$ cat config.mk
export PLATFORM = sky130hd
export DESIGN_NAME = abeu_exec_unit
export DESIGN_NICKNAME = d
export VERILOG_FILES = /design/src/core/abeu_pkg.sv /design/src/core/abeu_mul_if.sv /design/src/core/abeu_multiplier.sv /design/src/core/abeu_exec_unit.sv
export SDC_FILE = /design/constraint.sdc
export NUM_CORES = 1
export LEC_CHECK = 0
export BUFFER_PORTS_ARGS = -buffer_cell sky130_fd_sc_hd__buf_2
export CAP_MARGIN = 40
export CORE_UTILIZATION = 59
export CTS_CLUSTER_SIZE = 30
export DETAILED_ROUTE_END_ITERATION = 7
export PLACE_DENSITY = 0.83
export SYNTH_ARGS = -nofsm -noshare
export SYNTH_HDL_FRONTEND = slang
export SYNTH_SLANG_ARGS = --single-unit
$ cat constraint.sdc
create_clock -name clk -period 3.73 [get_ports clk]
set_clock_uncertainty 0.2 [all_clocks]
set_input_delay 0.746 -clock clk [delete_from_list [all_inputs] [get_ports clk]]
set_output_delay 0.746 -clock clk [all_outputs]
set_load 0.05 [all_outputs]
$ cat src/core/abeu_pkg.sv
// Notes on behaviour
// (RQ1) Add two registers, optionally plus carry, in one cycle; Z C N V H updated.
// (RQ2) Subtract register or constant, optionally with borrow, one cycle; Z C N V H updated.
// (RQ3) Word add/subtract immediate on a register pair over two cycles; Z C N V S updated.
// (RQ4) AND, OR, XOR with register or constant in one cycle; only Z N V S updated.
// (RQ5) Clear-bits ANDs with 0xFF minus constant; set-bits ORs it in; Z N V.
// (RQ6) Zero/sign test ANDs a register with itself; Z N V from the result.
// (RQ7) Unsigned, signed, mixed 8x8 products go to r1:r0 in two cycles; Z C.
// (RQ8) Fractional products are shifted left one before r1:r0; two cycles; Z C.
// (RQ9) Jump via pointer loads PC from Z pointer in two cycles; no flags.
// (RQ10) Call via pointer saves return address, loads PC from Z; three cycles.
// (RQ11) Skip-if-equal skips next instruction when registers match; 1/2/3 cycles.
// (RQ12) Compares compute the difference without write-back; Z N V C H updated.
// (RQ13) Register-bit skips test one bit for clear or set; 1/2/3 cycles.
// (RQ14) I/O-bit skips test one I/O register bit for clear or set; 1/2/3 cycles.
// (RQ15) Flag branches test any status bit; taken loads PC+offset+1; 1/2 cycles. The code tests N xor V instead of the stored S bit.
// (RQ16) Signed not-less taken on N xor V = 0; signed less on 1.
// (RQ17) Unsigned not-lower taken on carry clear; lower taken on carry set.
// (RQ18) Branches on half-carry set and clear, same relative target.
// (RQ19) Branches on overflow set and clear, same relative target.
// (RQ20) Branches on transfer flag set and clear, same relative target.
// (RQ21) Branches on interrupt enable set and clear, same relative target.
// (RQ22) Branch: 1 cycle not taken, 2 taken; skip 1, or 2/3 by skipped length.
package abeu_pkg;
	// Status bit positions
	localparam logic [2:0] FLAG_C = 3'h0;
	localparam logic [2:0] FLAG_Z = 3'h1;
	localparam logic [2:0] FLAG_N = 3'h2;
	localparam logic [2:0] FLAG_V = 3'h3;
	localparam logic [2:0] FLAG_S = 3'h4;
	localparam logic [2:0] FLAG_H = 3'h5;
	localparam logic [2:0] FLAG_T = 3'h6;
	localparam logic [2:0] FLAG_I = 3'h7;
	localparam logic [7:0] STATUS_RESET = 8'h00;
	localparam logic [7:0] MASK_ALL = 8'hFF;
	// Cycle counts
	localparam logic [1:0] CYC_ONE = 2'h1;
	localparam logic [1:0] CYC_TWO = 2'h2;
	localparam logic [1:0] CYC_THREE = 2'h3;
	localparam logic [15:0] SKIP_SHORT = 16'h0002;
	localparam logic [15:0] SKIP_LONG = 16'h0003;
	localparam logic [15:0] PC_STEP = 16'h0001;

	typedef enum logic [4:0] {
		OP_ADD = 5'h00,
		OP_ADD_CARRY = 5'h01,
		OP_SUB = 5'h02,
		OP_SUB_BORROW = 5'h03,
		OP_WORD_PLUS_IMM = 5'h04,
		OP_WORD_MINUS_IMM = 5'h05,
		OP_AND = 5'h06,
		OP_OR = 5'h07,
		OP_XOR = 5'h08,
		OP_SET_BITS = 5'h09,
		OP_CLEAR_BITS = 5'h0A,
		OP_ZERO_SIGN_TEST = 5'h0B,
		OP_PROD_U = 5'h0C,
		OP_PROD_S = 5'h0D,
		OP_PROD_SU = 5'h0E,
		OP_FRAC_U = 5'h0F,
		OP_FRAC_S = 5'h10,
		OP_FRAC_SU = 5'h11,
		OP_JUMP_PTR = 5'h12,
		OP_CALL_PTR = 5'h13,
		OP_SKIP_EQUAL = 5'h14,
		OP_COMPARE = 5'h15,
		OP_COMPARE_BORROW = 5'h16,
		OP_SKIP_REG_CLR = 5'h17,
		OP_SKIP_REG_SET = 5'h18,
		OP_SKIP_IO_CLR = 5'h19,
		OP_SKIP_IO_SET = 5'h1A,
		OP_BRANCH_SET = 5'h1B,
		OP_BRANCH_CLR = 5'h1C
	} abeu_op_t;
endpackage : abeu_pkg

$ cat src/core/abeu_mul_if.sv
`timescale 1ns/1ps
interface abeu_mul_if;
	logic [7:0] mulA;
	logic [7:0] mulB;
	logic signedA;
	logic signedB;
	logic fraction;
	logic [15:0] product;
	logic productZero;
	logic productCarry;
	modport requester (output mulA, mulB, signedA, signedB, fraction, input product, productZero, productCarry);
	modport multiplier (input mulA, mulB, signedA, signedB, fraction, output product, productZero, productCarry);
endinterface : abeu_mul_if

$ cat src/core/abeu_multiplier.sv
`timescale 1ns/1ps
module abeu_multiplier (
	abeu_mul_if.multiplier mul
);
	logic signed [8:0] extA;
	logic signed [8:0] extB;
	logic signed [17:0] fullProduct;
	logic [15:0] rawProduct;

	// Sign extension per operand covers the unsigned, signed and mixed forms
	assign extA = {mul.signedA & mul.mulA[7], mul.mulA};
	assign extB = {mul.signedB & mul.mulB[7], mul.mulB};
	assign fullProduct = extA * extB;
	assign rawProduct = fullProduct[15:0];
	// Carry is taken before the fractional shift so the dropped top bit is kept
	assign mul.productCarry = rawProduct[15]; // RQ7
	assign mul.product = mul.fraction ? {rawProduct[14:0], 1'b0} : rawProduct; // RQ8
	assign mul.productZero = (mul.product == 16'h0000); // RQ7
endmodule : abeu_multiplier

$ cat src/core/abeu_exec_unit.sv
`timescale 1ns/1ps
module abeu_exec_unit (
	// Clock and reset
	input wire logic clk,
	input wire logic rst,
	// Request from decoder
	input wire logic start,
	input wire abeu_pkg::abeu_op_t op,
	input wire logic [7:0] destVal,
	input wire logic [7:0] source_register,
	input wire logic [15:0] pairVal,
	input wire logic [2:0] bitSel,
	input wire logic [7:0] ioByte,
	input wire logic [6:0] branchOffset,
	input wire logic nextIsTwoWords,
	input wire logic [15:0] pcIn,
	input wire logic [15:0] zPointer,
	// Status load from other instruction groups
	input wire logic flagLoad,
	input wire logic [7:0] flagLoadVal,
	// Handshake
	output logic ready,
	output logic done,
	// Register file write-back
	output logic byteWrite,
	output logic [7:0] byteResult,
	output logic pairWrite,
	output logic pairToProduct,
	output logic [15:0] pairResult,
	// Program flow
	output logic pcLoad,
	output logic [15:0] pcTarget,
	output logic pushReturn,
	output logic [15:0] returnAddr,
	// Status
	output logic [7:0] status_flags_register
);
	abeu_mul_if mulBus ();

	logic take;
	logic [1:0] remFf;
	logic [1:0] nxt_rem;
	logic doneFf;
	logic byteWrFf;
	logic pairWrFf;
	logic prodDestFf;
	logic pcLoadFf;
	logic pushFf;
	logic [7:0] byteResFf;
	logic [15:0] pairResFf;
	logic [15:0] pcTargetFf;
	logic [15:0] returnAddrFf;
	logic [7:0] statusFf;
	logic [7:0] nxt_status;

	// Operation classes
	logic isAdd;
	logic isSubLike;
	logic isCompare;
	logic isLogic;
	logic isWord;
	logic isMul;
	logic isBranch;
	logic isSkip;
	logic useCarry;
	logic chainZero;

	assign isAdd = (op == abeu_pkg::OP_ADD) || (op == abeu_pkg::OP_ADD_CARRY);
	assign isCompare = (op == abeu_pkg::OP_COMPARE) || (op == abeu_pkg::OP_COMPARE_BORROW);
	assign isSubLike = (op == abeu_pkg::OP_SUB) || (op == abeu_pkg::OP_SUB_BORROW) || isCompare;
	assign isLogic = (op == abeu_pkg::OP_AND) || (op == abeu_pkg::OP_OR) || (op == abeu_pkg::OP_XOR)
		|| (op == abeu_pkg::OP_SET_BITS) || (op == abeu_pkg::OP_CLEAR_BITS)
		|| (op == abeu_pkg::OP_ZERO_SIGN_TEST);
	assign isWord = (op == abeu_pkg::OP_WORD_PLUS_IMM) || (op == abeu_pkg::OP_WORD_MINUS_IMM);
	assign isMul = (op == abeu_pkg::OP_PROD_U) || (op == abeu_pkg::OP_PROD_S) || (op == abeu_pkg::OP_PROD_SU)
		|| (op == abeu_pkg::OP_FRAC_U) || (op == abeu_pkg::OP_FRAC_S) || (op == abeu_pkg::OP_FRAC_SU);
	assign isBranch = (op == abeu_pkg::OP_BRANCH_SET) || (op == abeu_pkg::OP_BRANCH_CLR);
	assign isSkip = (op == abeu_pkg::OP_SKIP_EQUAL) || (op == abeu_pkg::OP_SKIP_REG_CLR)
		|| (op == abeu_pkg::OP_SKIP_REG_SET) || (op == abeu_pkg::OP_SKIP_IO_CLR)
		|| (op == abeu_pkg::OP_SKIP_IO_SET);
	assign useCarry = (op == abeu_pkg::OP_ADD_CARRY) || (op == abeu_pkg::OP_SUB_BORROW)
		|| (op == abeu_pkg::OP_COMPARE_BORROW);
	// Borrow variants keep Z only if it was already set, so multi-byte compares chain
	assign chainZero = (op == abeu_pkg::OP_SUB_BORROW) || (op == abeu_pkg::OP_COMPARE_BORROW);

	// Byte adder and subtractor
	logic carryIn;
	logic [4:0] addNib;
	logic [8:0] addSum;
	logic [4:0] subNib;
	logic [8:0] subDiff;
	logic addOvf;
	logic subOvf;

	assign carryIn = useCarry & statusFf[abeu_pkg::FLAG_C]; // RQ1 RQ2
	assign addNib = {1'b0, destVal[3:0]} + {1'b0, source_register[3:0]} + {4'h0, carryIn};
	assign addSum = {1'b0, destVal} + {1'b0, source_register} + {8'h00, carryIn}; // RQ1
	assign subNib = {1'b0, destVal[3:0]} - {1'b0, source_register[3:0]} - {4'h0, carryIn};
	assign subDiff = {1'b0, destVal} - {1'b0, source_register} - {8'h00, carryIn}; // RQ2 RQ12
	assign addOvf = (destVal[7] == source_register[7]) && (addSum[7] != destVal[7]);
	assign subOvf = (destVal[7] != source_register[7]) && (subDiff[7] != destVal[7]);

	// Logic unit
	logic [7:0] logicRes;

	assign logicRes = (op == abeu_pkg::OP_AND) ? (destVal & source_register) // RQ4
		: (op == abeu_pkg::OP_OR) ? (destVal | source_register) // RQ4
		: (op == abeu_pkg::OP_XOR) ? (destVal ^ source_register) // RQ4
		: (op == abeu_pkg::OP_SET_BITS) ? (destVal | source_register) // RQ5
		: (op == abeu_pkg::OP_CLEAR_BITS) ? (destVal & (abeu_pkg::MASK_ALL - source_register)) // RQ5
		: (destVal & destVal); // RQ6

	// Byte result and its flags
	logic [7:0] byteRes;
	logic byteZero;
	logic byteNeg;
	logic byteOvf;

	assign byteRes = isAdd ? addSum[7:0] : isSubLike ? subDiff[7:0] : logicRes;
	assign byteZero = (byteRes == 8'h00) & (~chainZero | statusFf[abeu_pkg::FLAG_Z]);
	assign byteNeg = byteRes[7];
	// Logic operations always clear overflow
	assign byteOvf = isAdd ? addOvf : isSubLike ? subOvf : 1'b0; // RQ4

	// Word unit: six-bit constant on a register pair
	logic [16:0] wordSum;
	logic [16:0] wordDiff;
	logic wordMinus;
	logic [15:0] wordRes;
	logic wordCarry;
	logic wordOvf;

	assign wordMinus = (op == abeu_pkg::OP_WORD_MINUS_IMM);
	assign wordSum = {1'b0, pairVal} + {11'h000, source_register[5:0]}; // RQ3
	assign wordDiff = {1'b0, pairVal} - {11'h000, source_register[5:0]}; // RQ3
	assign wordRes = wordMinus ? wordDiff[15:0] : wordSum[15:0];
	assign wordCarry = wordMinus ? wordDiff[16] : wordSum[16];
	assign wordOvf = wordMinus ? (pairVal[15] & ~wordRes[15]) : (~pairVal[15] & wordRes[15]);

	// Multiplier
	assign mulBus.mulA = destVal;
	assign mulBus.mulB = source_register;
	assign mulBus.signedA = (op == abeu_pkg::OP_PROD_S) || (op == abeu_pkg::OP_PROD_SU)
		|| (op == abeu_pkg::OP_FRAC_S) || (op == abeu_pkg::OP_FRAC_SU);
	assign mulBus.signedB = (op == abeu_pkg::OP_PROD_S) || (op == abeu_pkg::OP_FRAC_S);
	assign mulBus.fraction = (op == abeu_pkg::OP_FRAC_U) || (op == abeu_pkg::OP_FRAC_S)
		|| (op == abeu_pkg::OP_FRAC_SU);

	abeu_multiplier u_mul (
		.mul(mulBus.multiplier)
	);

	// Branch condition; the signed bit is formed live from N and V
	logic flagPicked;
	logic branchTaken;

	assign flagPicked = (bitSel == abeu_pkg::FLAG_S)
		? (statusFf[abeu_pkg::FLAG_N] ^ statusFf[abeu_pkg::FLAG_V]) // RQ16
		: statusFf[bitSel]; // RQ15 RQ17 RQ18 RQ19 RQ20 RQ21
	assign branchTaken = (op == abeu_pkg::OP_BRANCH_SET) ? flagPicked : ~flagPicked; // RQ15

	// Skip condition
	logic skipTaken;

	assign skipTaken = (op == abeu_pkg::OP_SKIP_EQUAL) ? (destVal == source_register) // RQ11
		: (op == abeu_pkg::OP_SKIP_REG_CLR) ? ~destVal[bitSel] // RQ13
		: (op == abeu_pkg::OP_SKIP_REG_SET) ? destVal[bitSel] // RQ13
		: (op == abeu_pkg::OP_SKIP_IO_CLR) ? ~ioByte[bitSel] // RQ14
		: ioByte[bitSel]; // RQ14

	// Targets and cycle counts
	logic [15:0] offsetExt;
	logic [15:0] branchTarget;
	logic [15:0] skipTarget;
	logic flowLoad;
	logic [15:0] flowTarget;
	logic [1:0] opCycles;

	assign offsetExt = {{9{branchOffset[6]}}, branchOffset};
	assign branchTarget = pcIn + offsetExt + abeu_pkg::PC_STEP; // RQ15
	assign skipTarget = pcIn + (nextIsTwoWords ? abeu_pkg::SKIP_LONG : abeu_pkg::SKIP_SHORT); // RQ11
	assign flowLoad = (op == abeu_pkg::OP_JUMP_PTR) || (op == abeu_pkg::OP_CALL_PTR)
		|| (isBranch & branchTaken) || (isSkip & skipTaken);
	assign flowTarget = isBranch ? branchTarget : isSkip ? skipTarget : zPointer; // RQ9 RQ10
	assign opCycles = (op == abeu_pkg::OP_CALL_PTR) ? abeu_pkg::CYC_THREE // RQ10
		: ((op == abeu_pkg::OP_JUMP_PTR) || isWord || isMul) ? abeu_pkg::CYC_TWO // RQ3 RQ7 RQ9
		: isBranch ? (branchTaken ? abeu_pkg::CYC_TWO : abeu_pkg::CYC_ONE) // RQ22
		: (isSkip & skipTaken) ? (nextIsTwoWords ? abeu_pkg::CYC_THREE : abeu_pkg::CYC_TWO) // RQ22
		: abeu_pkg::CYC_ONE;

	// Next status: each class touches only its own flags
	logic [7:0] arithStatus;
	logic [7:0] logicStatus;
	logic [7:0] wordStatus;
	logic [7:0] mulStatus;

	always_comb begin
		arithStatus = statusFf;
		arithStatus[abeu_pkg::FLAG_C] = isAdd ? addSum[8] : subDiff[8]; // RQ1 RQ2 RQ12
		arithStatus[abeu_pkg::FLAG_H] = isAdd ? addNib[4] : subNib[4];
		arithStatus[abeu_pkg::FLAG_Z] = byteZero;
		arithStatus[abeu_pkg::FLAG_N] = byteNeg;
		arithStatus[abeu_pkg::FLAG_V] = byteOvf;
		arithStatus[abeu_pkg::FLAG_S] = byteNeg ^ byteOvf;
		logicStatus = statusFf; // RQ4
		logicStatus[abeu_pkg::FLAG_Z] = byteZero; // RQ5 RQ6
		logicStatus[abeu_pkg::FLAG_N] = byteNeg;
		logicStatus[abeu_pkg::FLAG_V] = 1'b0;
		logicStatus[abeu_pkg::FLAG_S] = byteNeg;
		wordStatus = statusFf;
		wordStatus[abeu_pkg::FLAG_C] = wordCarry; // RQ3
		wordStatus[abeu_pkg::FLAG_Z] = (wordRes == 16'h0000);
		wordStatus[abeu_pkg::FLAG_N] = wordRes[15];
		wordStatus[abeu_pkg::FLAG_V] = wordOvf;
		wordStatus[abeu_pkg::FLAG_S] = wordRes[15] ^ wordOvf;
		mulStatus = statusFf;
		mulStatus[abeu_pkg::FLAG_C] = mulBus.productCarry; // RQ7 RQ8
		mulStatus[abeu_pkg::FLAG_Z] = mulBus.productZero;
	end

	// Flow operations leave the status untouched
	assign nxt_status = !take ? (flagLoad ? flagLoadVal : statusFf)
		: (isAdd | isSubLike) ? arithStatus
		: isLogic ? logicStatus
		: isWord ? wordStatus
		: isMul ? mulStatus
		: statusFf; // RQ9 RQ10 RQ11 RQ14 RQ15

	// Sequencer: an operation holds the unit for its whole cycle count
	assign ready = (remFf == 2'h0);
	assign take = start & ready;
	assign nxt_rem = take ? (opCycles - abeu_pkg::CYC_ONE) : ready ? 2'h0 : (remFf - 2'h1);

	always_ff @(posedge clk or posedge rst) begin
		if (rst) begin
			remFf <= 2'h0;
			doneFf <= 1'b0;
			statusFf <= abeu_pkg::STATUS_RESET;
		end else begin
			remFf <= nxt_rem;
			doneFf <= take ? (opCycles == abeu_pkg::CYC_ONE) : (remFf == 2'h1); // RQ22
			statusFf <= nxt_status;
		end
	end

	// Results are caught at the take edge and held until the next take
	always_ff @(posedge clk or posedge rst) begin
		if (rst) begin
			byteWrFf <= 1'b0;
			pairWrFf <= 1'b0;
			prodDestFf <= 1'b0;
			pcLoadFf <= 1'b0;
			pushFf <= 1'b0;
			byteResFf <= 8'h00;
			pairResFf <= 16'h0000;
			pcTargetFf <= 16'h0000;
			returnAddrFf <= 16'h0000;
		end else if (take) begin
			byteWrFf <= isAdd | (isSubLike & ~isCompare) | isLogic; // RQ12
			pairWrFf <= isWord | isMul; // RQ3 RQ7
			prodDestFf <= isMul; // RQ7
			pcLoadFf <= flowLoad; // RQ9 RQ11 RQ15
			pushFf <= (op == abeu_pkg::OP_CALL_PTR); // RQ10
			byteResFf <= byteRes;
			pairResFf <= isMul ? mulBus.product : wordRes;
			pcTargetFf <= flowTarget;
			returnAddrFf <= pcIn + abeu_pkg::PC_STEP; // RQ10
		end
	end

	// Strobes fire in the completion cycle only
	assign done = doneFf;
	assign byteWrite = doneFf & byteWrFf;
	assign pairWrite = doneFf & pairWrFf;
	assign pairToProduct = prodDestFf;
	assign pcLoad = doneFf & pcLoadFf;
	assign pushReturn = doneFf & pushFf;
	assign byteResult = byteResFf;
	assign pairResult = pairResFf;
	assign pcTarget = pcTargetFf;
	assign returnAddr = returnAddrFf;
	assign status_flags_register = statusFf;
endmodule : abeu_exec_unit

==> impl_metrics.yaml, run 1 <==
detailed_routing:
  drt_iter0_markers: 1381
  wire_per_inst_um: 20.15
  dr.pass1.iters: 8
  drc: 0
  wl_um: 38580
  via_per_inst: 6.126
  ant_nets: 0
  vias: 11731
synth:
  synth_top_area_frac: 0.1761
  synth_top_family_by_area: "adder cells"
  synth.most_common_cell: "nand2_1"
  syn_area_mm2: 0.01023
  synth_cells: 1315
  synth_mux_area_frac: 0.03644
  yosys_warnings: 0
  synth_fa_ha_area_frac: 0.2524
  synthSimpleGateAreaFrac: 0.2068
  synth-xor-area-share: 0.07276
  syn_area_per_cell_um2: 7.781
  ys_types: 74
  async_reset_ff_frac: 1.000
  synth_fp_nets: 1580
  synth_compound_area_frac: 0.1832
  ys_seq_elements: 72
  synth_common_cells: "nand2_1 (161), nor2_1 (158), inv_1 (125), o21ai_0 (101), ha_1 (96)"
  synthTopCellsByArea: "dfrtp_1 (18%), fa_1 (13%), ha_1 (12%)"
  yosysTopAreaCell: "dfrtp_1"
  synth_enable_flop_cells: 0
  synth-seq-area-share: 0.1761
  synth-main-ff-cell: "dfrtp_1"
setup_path:
  path_max_fanout: 3
  arrival_ns: 6.00
  setup.worst_path.start: "op[0]"
  cp-end-kind: "register"
  cp.required_ns: 3.77
  start_kind: "input port"
  ff2ff_path_depth: 13
  path_class: "input port to register"
  reg2reg_slack_ns: -0.06
  reg2reg_to: "status_flags_register[1]"
  timing.rr.start: "status_flags_register[0]"
floorplan:
  die_h_um: 133.7
  coreArea_mm2: 0.01676
  row_count: 47
  io_pins: 171
  die_w_um: 133.7
  initial_core_util: 0.6105
  dieArea_mm2: 0.01787
timing:
  hold_viol: 0
  fmax_ghz: 0.1678
  worstMarginPinSlew_ns: 0.6146
  finalSetupViolCount: 18
  slew_viol_final: 0
  min_period_over_period: 1.597
  relSlewSlack: 0.5797
  timing.final.crit_period_ns: 5.958
  fin_ws_ns: -2.228
  timing.hold.ws_ns: 0.1051
  setup_tns_ns: -23.26
  rsz0062_at_grt: "true"
final_layout:
  nets: 1952
  instances_no_fill: 1915
  final_area_mm2: 0.01403
  drive_above_1_share: 0.3257
  fill_cells: 1030
  syn2layout_area_growth_pct: 37.11
power_and_ir_drop:
  vdd_drop_max_mv: 0.5870
  power_leakage_uw: 0.006821
  power_density_mw_per_mm2: 570.0
run_status:
  violations: "negative setup slack"
  status: "finished, violations left"
run:
  maxCapViolCount: 0
clock_tree:
  clk_latency_ns: 0.35
  clk_pin_slew_ns: 0.07
  cts_buffers: 9
  clockRootBuffer: "clkbuf_16"
  htree_levels: 3
  cts.sinks: 72
  clock_path_buffers: 2
  cts_tree: "built"
place:
  pre_cts_slack_ns: -2.772
  place_inst: 1885
  place.gp.congestion: 1.019
  dp_hpwl_um: 29430
  io_buffer_count: 170
  place_area_mm2: 0.01317
global_routing:
  grt_start_max_net_pins: 83
  grt_pass1_vias: 11437
  grt_pass1_wl_um: 59780
  grt_overflow: 0
  antenna_found_initial: 2
  track_usage: 0.4339
hold_path:
  min_path_type: "input port to async pin"
-- sequential cells by signal, summed over array words and instances (netlist names) --
register	flops
pairToProduct	1
pairWrFf	1
byteResult	8
remFf	2
done	1
status_flags_register	8
returnAddr	16
pcTarget	16
pairResult	16
byteWrFf	1
pcLoadFf	1
pushFf	1
-- critical path, stage by stage --
cell	delay, ns
buf_8	0.11
nor4b_4	0.26
a31oi_1	0.08
or3_4	0.38
nand2b_4	0.15
fa_1	0.47
fa_1	0.52
inv_1	0.05
fa_1	0.45
fa_1	0.50
inv_1	0.05
fa_1	0.50
inv_2	0.05
ha_4	0.23
a21oi_4	0.16
o21ai_2	0.09
o41ai_2	0.35
o21ai_1	0.14
xnor2_1	0.23
nor2_1	0.09
a211o_1	0.23
a22o_1	0.17
-- cell usage in the layout (no fill, tap or decap), types with 14 or more instances in the layout --
cell type and n:
buf_6 18, xor2_1 26, dfrtp_1 72, xnor2_1 52
o21ai_1 16, nand2_1 157, nor2_1 150, mux2i_1 14
a211oi_1 17, inv_1 110, buf_2 157, buf_4 237
a21oi_1 68, o21ai_0 82, nand3_1 29, nor3_1 32
fa_1 60, inv_2 14, ha_1 84
-- cells by family after synthesis --
family          count (synthesis)
fa+ha+maj                     165
compound gates                302
buf+inv                       192
xor+xnor                       85
flops                          72
mux                            30
simple gates                  469
-- how the worst max path moves through the flow --
stage,end
after global routing,pairResult[15]
after global placement,status_flags_register[1]
after detailed placement,pairResult[15]
after CTS,pairResult[15]
after floorplan,pairResult[15]
final,pairResult[15]
-- repair_timing --
action                                 4_1_cts  5_1_grt
setup buffers                                9        2
resized for setup                           89       39
pin swaps                                   30       14
hold buffers                                 0        0
setup endpoints to repair                   23       24
endpoints found under the hold margin        0        0
-- layout make-up --
type / instances / area, um^2 / area share
timing repair buffer: 423 / 2968 / 0.2115
antenna: 3 / 7.507 / 0.0005351
clock inverter: 6 / 75.07 / 0.005351
multi-input combinational: 1051 / 8157 / 0.5814
inverter: 130 / 506.7 / 0.03612
clock buffer: 10 / 239.0 / 0.01703
sequential: 72 / 1802 / 0.1284
tap: 220 / 275.3 / 0.01962
-- power by group --
group	switching, uW	internal (uW)
Sequential	238	1140
Clock	394	548
Combinational	3530	2140
Total	4170	3830
-- metal layers --
metal,vias to the layer above,global-route usage,wire (um)
met1,5545,0.5627,15220
met5,-,0,0
met2,773,0.7069,17810
li1,5247,-,-
met4,0,0.1894,1834
met3,166,0.08067,3717
-- through the flow --
step           power [uW]  utilization
2_1_floorplan        4802            -
3_3_place_gp         6478       0.7831
3_5_place_dp         6623       0.7860
4_1_cts              7693       0.8258
5_1_grt              8420       0.8370
6_report             7997       0.8371
(Power assumes the default switching activity.)
==> inputs of run 2 (changes only) <==
--- a/config.mk
+++ b/config.mk
@@ -13,4 +13,5 @@
 export PLACE_DENSITY = 0.83
 export SYNTH_ARGS = -nofsm -noshare
 export SYNTH_HDL_FRONTEND = slang
+export SYNTH_HIERARCHICAL = 1
 export SYNTH_SLANG_ARGS = --single-unit
==> run 2 against run 1 <==
Net effect: the run still ends with negative setup slack left; critical path type unchanged; synthesized area up 1.9%; power up 13%; clock power decreased by 9.8%; final area grew 2.0%; critical endpoint is now status_flags_register[1]; flip-flop and latch count unchanged; critical path depth grew 5; clock-buffer cell count is 1 lower; utilization down 0.94 points.
==> impl_metrics.yaml, run 2 <==
run_status:
  status: "finished, violations left"
  violations: "negative setup slack"
synth:
  synth_top_family_by_area: "adder cells"
  synth_top_area_frac: 0.1727
  ys_types: 84
  synth-xor-area-share: 0.07401
  synth-seq-area-share: 0.1727
  synthSimpleGateAreaFrac: 0.2008
  synth_fp_nets: 1546
  synth_compound_area_frac: 0.1848
  synth_fa_ha_area_frac: 0.2471
  synth_cells: 1282
  synth_mux_area_frac: 0.04882
  synth_enable_flop_cells: 0
  yosys_warnings: 6
  async_reset_ff_frac: 1.000
  synth_common_cells: "nand2_1 (155), inv_1 (128), o21ai_0 (101), ha_1 (94), nor2_1 (91)"
  syn_area_per_cell_um2: 8.137
  synth-main-ff-cell: "dfrtp_1"
  syn_area_mm2: 0.01043
  ys_seq_elements: 72
  synthTopCellsByArea: "dfrtp_1 (17%), fa_1 (13%), ha_1 (11%)"
  yosysTopAreaCell: "dfrtp_1"
  synth.most_common_cell: "nand2_1"
detailed_routing:
  drt_iter0_markers: 1205
  vias: 11579
  wl_um: 39060
  ant_nets: 0
  wire_per_inst_um: 20.97
  via_per_inst: 6.215
  drc: 0
  dr.pass1.iters: 8
final_layout:
  mostFrequentLayoutCells: "buf_4 (201), buf_2 (158), nand2_1 (142), inv_1 (111), nor2_1 (85)"
  nets: 1893
  instances_no_fill: 1863
  fill_cells: 974
  final_common_cell: "buf_4"
  drive_above_1_share: 0.3519
  multi_input_comb_area_mm2: 0.008642
  seqCellArea_mm2: 0.001802
  final_area_mm2: 0.01432
  syn2layout_area_growth_pct: 37.24
timing:
  finalSetupViolCount: 16
  rsz0062_at_grt: "true"
  timing.hold.ws_ns: 0.2731
  timing.final.crit_period_ns: 6.426
  hold_viol: 0
  fin_ws_ns: -2.696
  min_period_over_period: 1.723
  slew_viol_final: 0
  worstMarginPinSlew_ns: 0.8243
  relSlewSlack: 0.4497
  fmax_ghz: 0.1556
global_routing:
  antenna_found_initial: 4
  grt_overflow: 0
  grt_pass1_vias: 11241
  grt_start_max_net_pins: 75
  track_usage: 0.4040
  grt_pass1_wl_um: 57150
setup_path:
  path_max_fanout: 5
  cp.required_ns: 3.80
  cp_num_buf_inv: 6
  setup.worst_path.start: "op[1]"
  ff2ff_path_depth: 13
  arrival_ns: 6.49
  cpPeakStageDelay_ns: 0.54
  slowest_stage: "fa_2"
  start_kind: "input port"
  reg2reg_to: "status_flags_register[4]"
  timing.rr.start: "status_flags_register[0]"
  cp-end-kind: "register"
  path_class: "input port to register"
  reg2reg_slack_ns: 0.18
  path_delay_family: "adder cells"
clock_tree:
  clockRootBuffer: "clkbuf_16"
  clk_latency_ns: 0.35
  postCtsHoldBufs: 0
  cts_tree: "built"
  htree_levels: 3
  cts.sinks: 72
  cts_buffers: 9
  clock_path_buffers: 2
  clk_pin_slew_ns: 0.06
power_and_ir_drop:
  p_sw_frac: 0.5228
  power_frac_seq: 0.154
  pwr-share-comb: 0.752
  p_sw_uw: 4705
  vdd_drop_max_mv: 0.7082
  power_frac_clock: 0.094
  power.internal_uw: 4294
  power_density_mw_per_mm2: 628.6
  total_power_uw: 8999
  power_leakage_uw: 0.006846
hold_path:
  hold_path_depth: 2
  whs_endpoint: "pcTarget[13]"
  min_from: "pcTarget[13]"
  min_path_type: "register to register"
floorplan:
  coreArea_mm2: 0.01730
  initial_core_util: 0.6031
  io_pins: 171
  die_w_um: 135.0
  die_h_um: 135.0
  dieArea_mm2: 0.01822
  row_count: 48
place:
  place.gp.congestion: 0.9844
  pre_cts_slack_ns: -3.013
  place_area_mm2: 0.01304
  place_inst: 1819
  dp_hpwl_um: 27630
  io_buffer_count: 170
run:
  maxCapViolCount: 0
-- run 2: how the worst max path moves through the flow --
stage | endpoint | cells past startpoint
global route | status_flags_register[1] | 27
floorplan | status_flags_register[1] | 28
detailed placement | status_flags_register[1] | 27
CTS | status_flags_register[1] | 29
global placement | status_flags_register[1] | 27
finish | status_flags_register[1] | 27
-- run 2: timing repair --
item | 4_1_cts | 5_1_grt
buffers inserted | 14 | 15
gates resized for setup | 75 | 102
setup endpoints to repair | 19 | 20
cloned | 1 | 1
pin swaps | 48 | 67
-- run 2: tightest hold or removal path, stage by stage, from the launching register on --
cell,delay (ns)
dfrtp_1,0.34
nand2_1,0.05
o21ai_0,0.06
-- run 2: cells by family (layout without fill, tap and decap cells) --
| logic type | after synthesis | after routing |
|---|---|---|
| compound gates | 305 | 305 |
| xor+xnor | 86 | 86 |
| fa+ha+maj | 164 | 164 |
| buf+inv | 187 | 539 |
| flops | 72 | 72 |
| mux | 42 | 42 |
| other cells | 0 | 4 |
| simple gates | 426 | 426 |
-- run 2: final cells by class --
class / count / area share
Inverter: 130 / 0.03435
Clock buffer: 9 / 0.01573
Timing Repair Buffer: 393 / 0.1959
Clock inverter: 7 / 0.004195
Antenna cell: 4 / 0.0006992
Multi-Input combinational cell: 1023 / 0.6037
Sequential cell: 72 / 0.1259
Tap cell: 225 / 0.01966
-- run 2: per-stage QoR --
stage / setup TNS, ns / utilization
final: -24.96 / 0.8277
after floorplan: -22.93 / -
after detailed placement: -34.66 / 0.7540
after CTS: -22.87 / 0.7935
after global placement: -32.29 / 0.7540
after global routing: -26.61 / 0.8275
-- run 2: power groups by stage --
stage	registers, uW	logic [uW]	clock network, uW
5_1_grt	1420	7080	882
4_1_cts	1380	5820	848
6_report	1380	6770	850
3_3_place_gp	1360	5370	0
3_5_place_dp	1390	5530	0
2_1_floorplan	2540	2540	0
-- run 2: layer usage --
metal  routed length, um  track usage  vias to the layer above
met3                3545      0.07320                      207
met1               14340       0.4909                     5452
met4                2399       0.1985                        0
met2               18770       0.6887                      800
li1                    -            -                     5120
met5                   0            0                        -
==> inputs of run 3 (changes only) <==
--- a/config.mk
+++ b/config.mk
@@ -7,10 +7,12 @@
 export LEC_CHECK = 0
 export BUFFER_PORTS_ARGS = -buffer_cell sky130_fd_sc_hd__buf_2
 export CAP_MARGIN = 40
-export CORE_UTILIZATION = 59
+export CELL_PAD_IN_SITES_DETAIL_PLACEMENT = 1
+export CELL_PAD_IN_SITES_GLOBAL_PLACEMENT = 1
+export CORE_UTILIZATION = 44
 export CTS_CLUSTER_SIZE = 30
 export DETAILED_ROUTE_END_ITERATION = 7
-export PLACE_DENSITY = 0.83
+export PLACE_DENSITY_LB_ADDON = 0.1
 export SYNTH_ARGS = -nofsm -noshare
 export SYNTH_HDL_FRONTEND = slang
 export SYNTH_HIERARCHICAL = 1
==> run 3 against run 2 <==
Net effect: the flow still finishes with violations (negative setup slack); utilization shrank 18 points; sequential share of layout area shrank 0.42 points; hold slack lost 0.066 ns; non-clock buffer count grew 39; via count grew 6.2%; final area grew 3.4%; flip-flop and latch count is the same; die area grew 34%; maximum frequency shrank 4.4%; clock power shrank 0.9%; clock-buffer cell count grew 1.
==> impl_metrics.yaml, run 3 (synthesis results as in run 2) <==
hold_path:
  min_path_type: "input port to async pin"
setup_path:
  path_class: "input port to register"
  cp-end-kind: "register"
  path_max_fanout: 6
  slowest_stage: "fa_2"
  cpPeakStageDelay_ns: 0.56
  cp_num_buf_inv: 6
  path_common_cell: "fa_1"
  start_kind: "input port"
  arrival_ns: 6.80
  path_delay_family: "adder cells"
  cp.required_ns: 3.81
run_status:
  violations: "negative setup slack"
  status: "finished, violations left"
detailed_routing:
  wl_um: 51930
  drt_iter0_markers: 911
  ant_nets: 0
  wire_per_inst_um: 26.12
  drc: 0
  vias: 12295
  via_per_inst: 6.185
  dr.pass1.iters: 6
final_layout:
  nets: 1932
  final_common_cell: "buf_4"
  instances_no_fill: 1988
  seqCellArea_mm2: 0.001802
  mostFrequentLayoutCells: "buf_4 (236), buf_2 (155), nand2_1 (142), inv_1 (113), nor2_1 (85)"
  drive_above_1_share: 0.3736
  fill_cells: 2766
  syn2layout_area_growth_pct: 41.95
  multi_input_comb_area_mm2: 0.008733
global_routing:
  grt_pass1_vias: 12601
  grt_overflow: 0
  grt_start_max_net_pins: 50
  antenna_found_initial: 2
  track_usage: 0.3827
  grt_pass1_wl_um: 70500
timing:
  worstMarginPinSlew_ns: 0.5939
  min_period_over_period: 1.802
  relSlewSlack: 0.6007
  fmax_ghz: 0.1488
  rsz0062_at_grt: "true"
  slew_viol_final: 0
  fin_ws_ns: -2.991
  finalSetupViolCount: 19
  hold_viol: 0
  timing.final.crit_period_ns: 6.721
place:
  place_inst: 1945
  place.gp.congestion: 0.9572
  dp_hpwl_um: 34460
  io_buffer_count: 170
run:
  maxCapViolCount: 0
floorplan:
  initial_core_util: 0.4552
  die_w_um: 156.0
  die_h_um: 156.0
  dieArea_mm2: 0.02433
  io_pins: 171
  coreArea_mm2: 0.02292
  row_count: 55
power_and_ir_drop:
  power_density_mw_per_mm2: 654.3
  power_leakage_uw: 0.007044
  vdd_drop_max_mv: 1.020
  total_power_uw: 9688
clock_tree:
  clk_pin_slew_ns: 0.07
  htree_levels: 3
  clock_path_buffers: 2
  cts_tree: "built"
  cts_buffers: 9
  clk_latency_ns: 0.36
  clockRootBuffer: "clkbuf_16"
  cts.sinks: 72
  postCtsHoldBufs: 0
## run 3: changes by cell type in the layout (fill, tap and decap cells not counted), sizes merged
cell	delta
buf	+38
clkinv	+3
clkbuf	+2
clkinvlp	-2
diode	-2
inv	-2
## run 3: per-layer routing
| metal | track usage | wire length, um | part of all wire | vias to the layer above |
|---|---|---|---|---|
| li1 | - | - | - | 5182 |
| met4 | 0.2007 | 3831 | 0.074 | 0 |
| met2 | 0.6788 | 25240 | 0.49 | 772 |
| met5 | 0 | 0 | 0 | - |
| met3 | 0.06694 | 4112 | 0.079 | 299 |
| met1 | 0.4385 | 18750 | 0.36 | 6042 |
## run 3: stage by stage
step / setup TNS [ns] / worst slack, ns / area (um^2) / hold WS (ns) / util
after floorplan: -22.93 / -2.617 / 10790 / 0.2418 / -
after global placement: -34.66 / -2.929 / 13480 / 0.2568 / 0.5880
after detailed placement: -37.67 / -3.190 / 13480 / 0.2651 / 0.5880
after CTS: -25.11 / -2.694 / 14260 / 0.2143 / 0.6222
after global routing: -28.91 / -3.071 / 14800 / 0.2326 / 0.6459
final: -27.62 / -2.991 / 14810 / 0.2074 / 0.6461
## run 3: repair_timing
action	CTS	global route
resized for setup	96	103
pin swaps	51	74
endpoints found under the setup margin	23	23
gates cloned	1	0
buffers inserted	14	20
## run 3: worst paths after layout
| kind | slack (ns) | endpoint | from | depth (start not counted) |
|---|---|---|---|---|
| max in group asynchronous | 2.46 | pcTarget[10] | rst | 3 |
| worst max register to register | 0 | status_flags_register[4] | status_flags_register[0] | 13 |
| worst min-delay path | 0.21 | status_flags_register[6] | rst | 2 |
| worst min register to register | 0.28 | pcTarget[4] | pcTarget[4] | 2 |
| min in group clk | 0.28 | pcTarget[4] | pcTarget[4] | 2 |
| worst max-delay path | -2.99 | status_flags_register[1] | op[1] | 27 |
## run 3: cell type report
class	count	share of cell area
inverter	130	0.03321
clock buffer	10	0.01546
sequential	72	0.1217
timing repair buffer	432	0.2102
multi-input combinational	1023	0.5898
clock inverter	6	0.002873
tap	313	0.02645
antenna	2	0.0003380
## run 3: worst reg2reg max path, delay by kind of cell (launching register included)
kind | cells | cell delay [ns]
compound gates | 5 | 1.17
fa+ha+maj | 2 | 0.80
simple gates | 3 | 0.65
flops | 1 | 0.37
xor+xnor | 2 | 0.33
buf+inv | 1 | 0.06
## run 3: power by group
part / internal [uW] / switching [uW]
logic: 2890 / 4550
registers: 1150 / 256
clock network: 454 / 388
total: 4490 / 5190
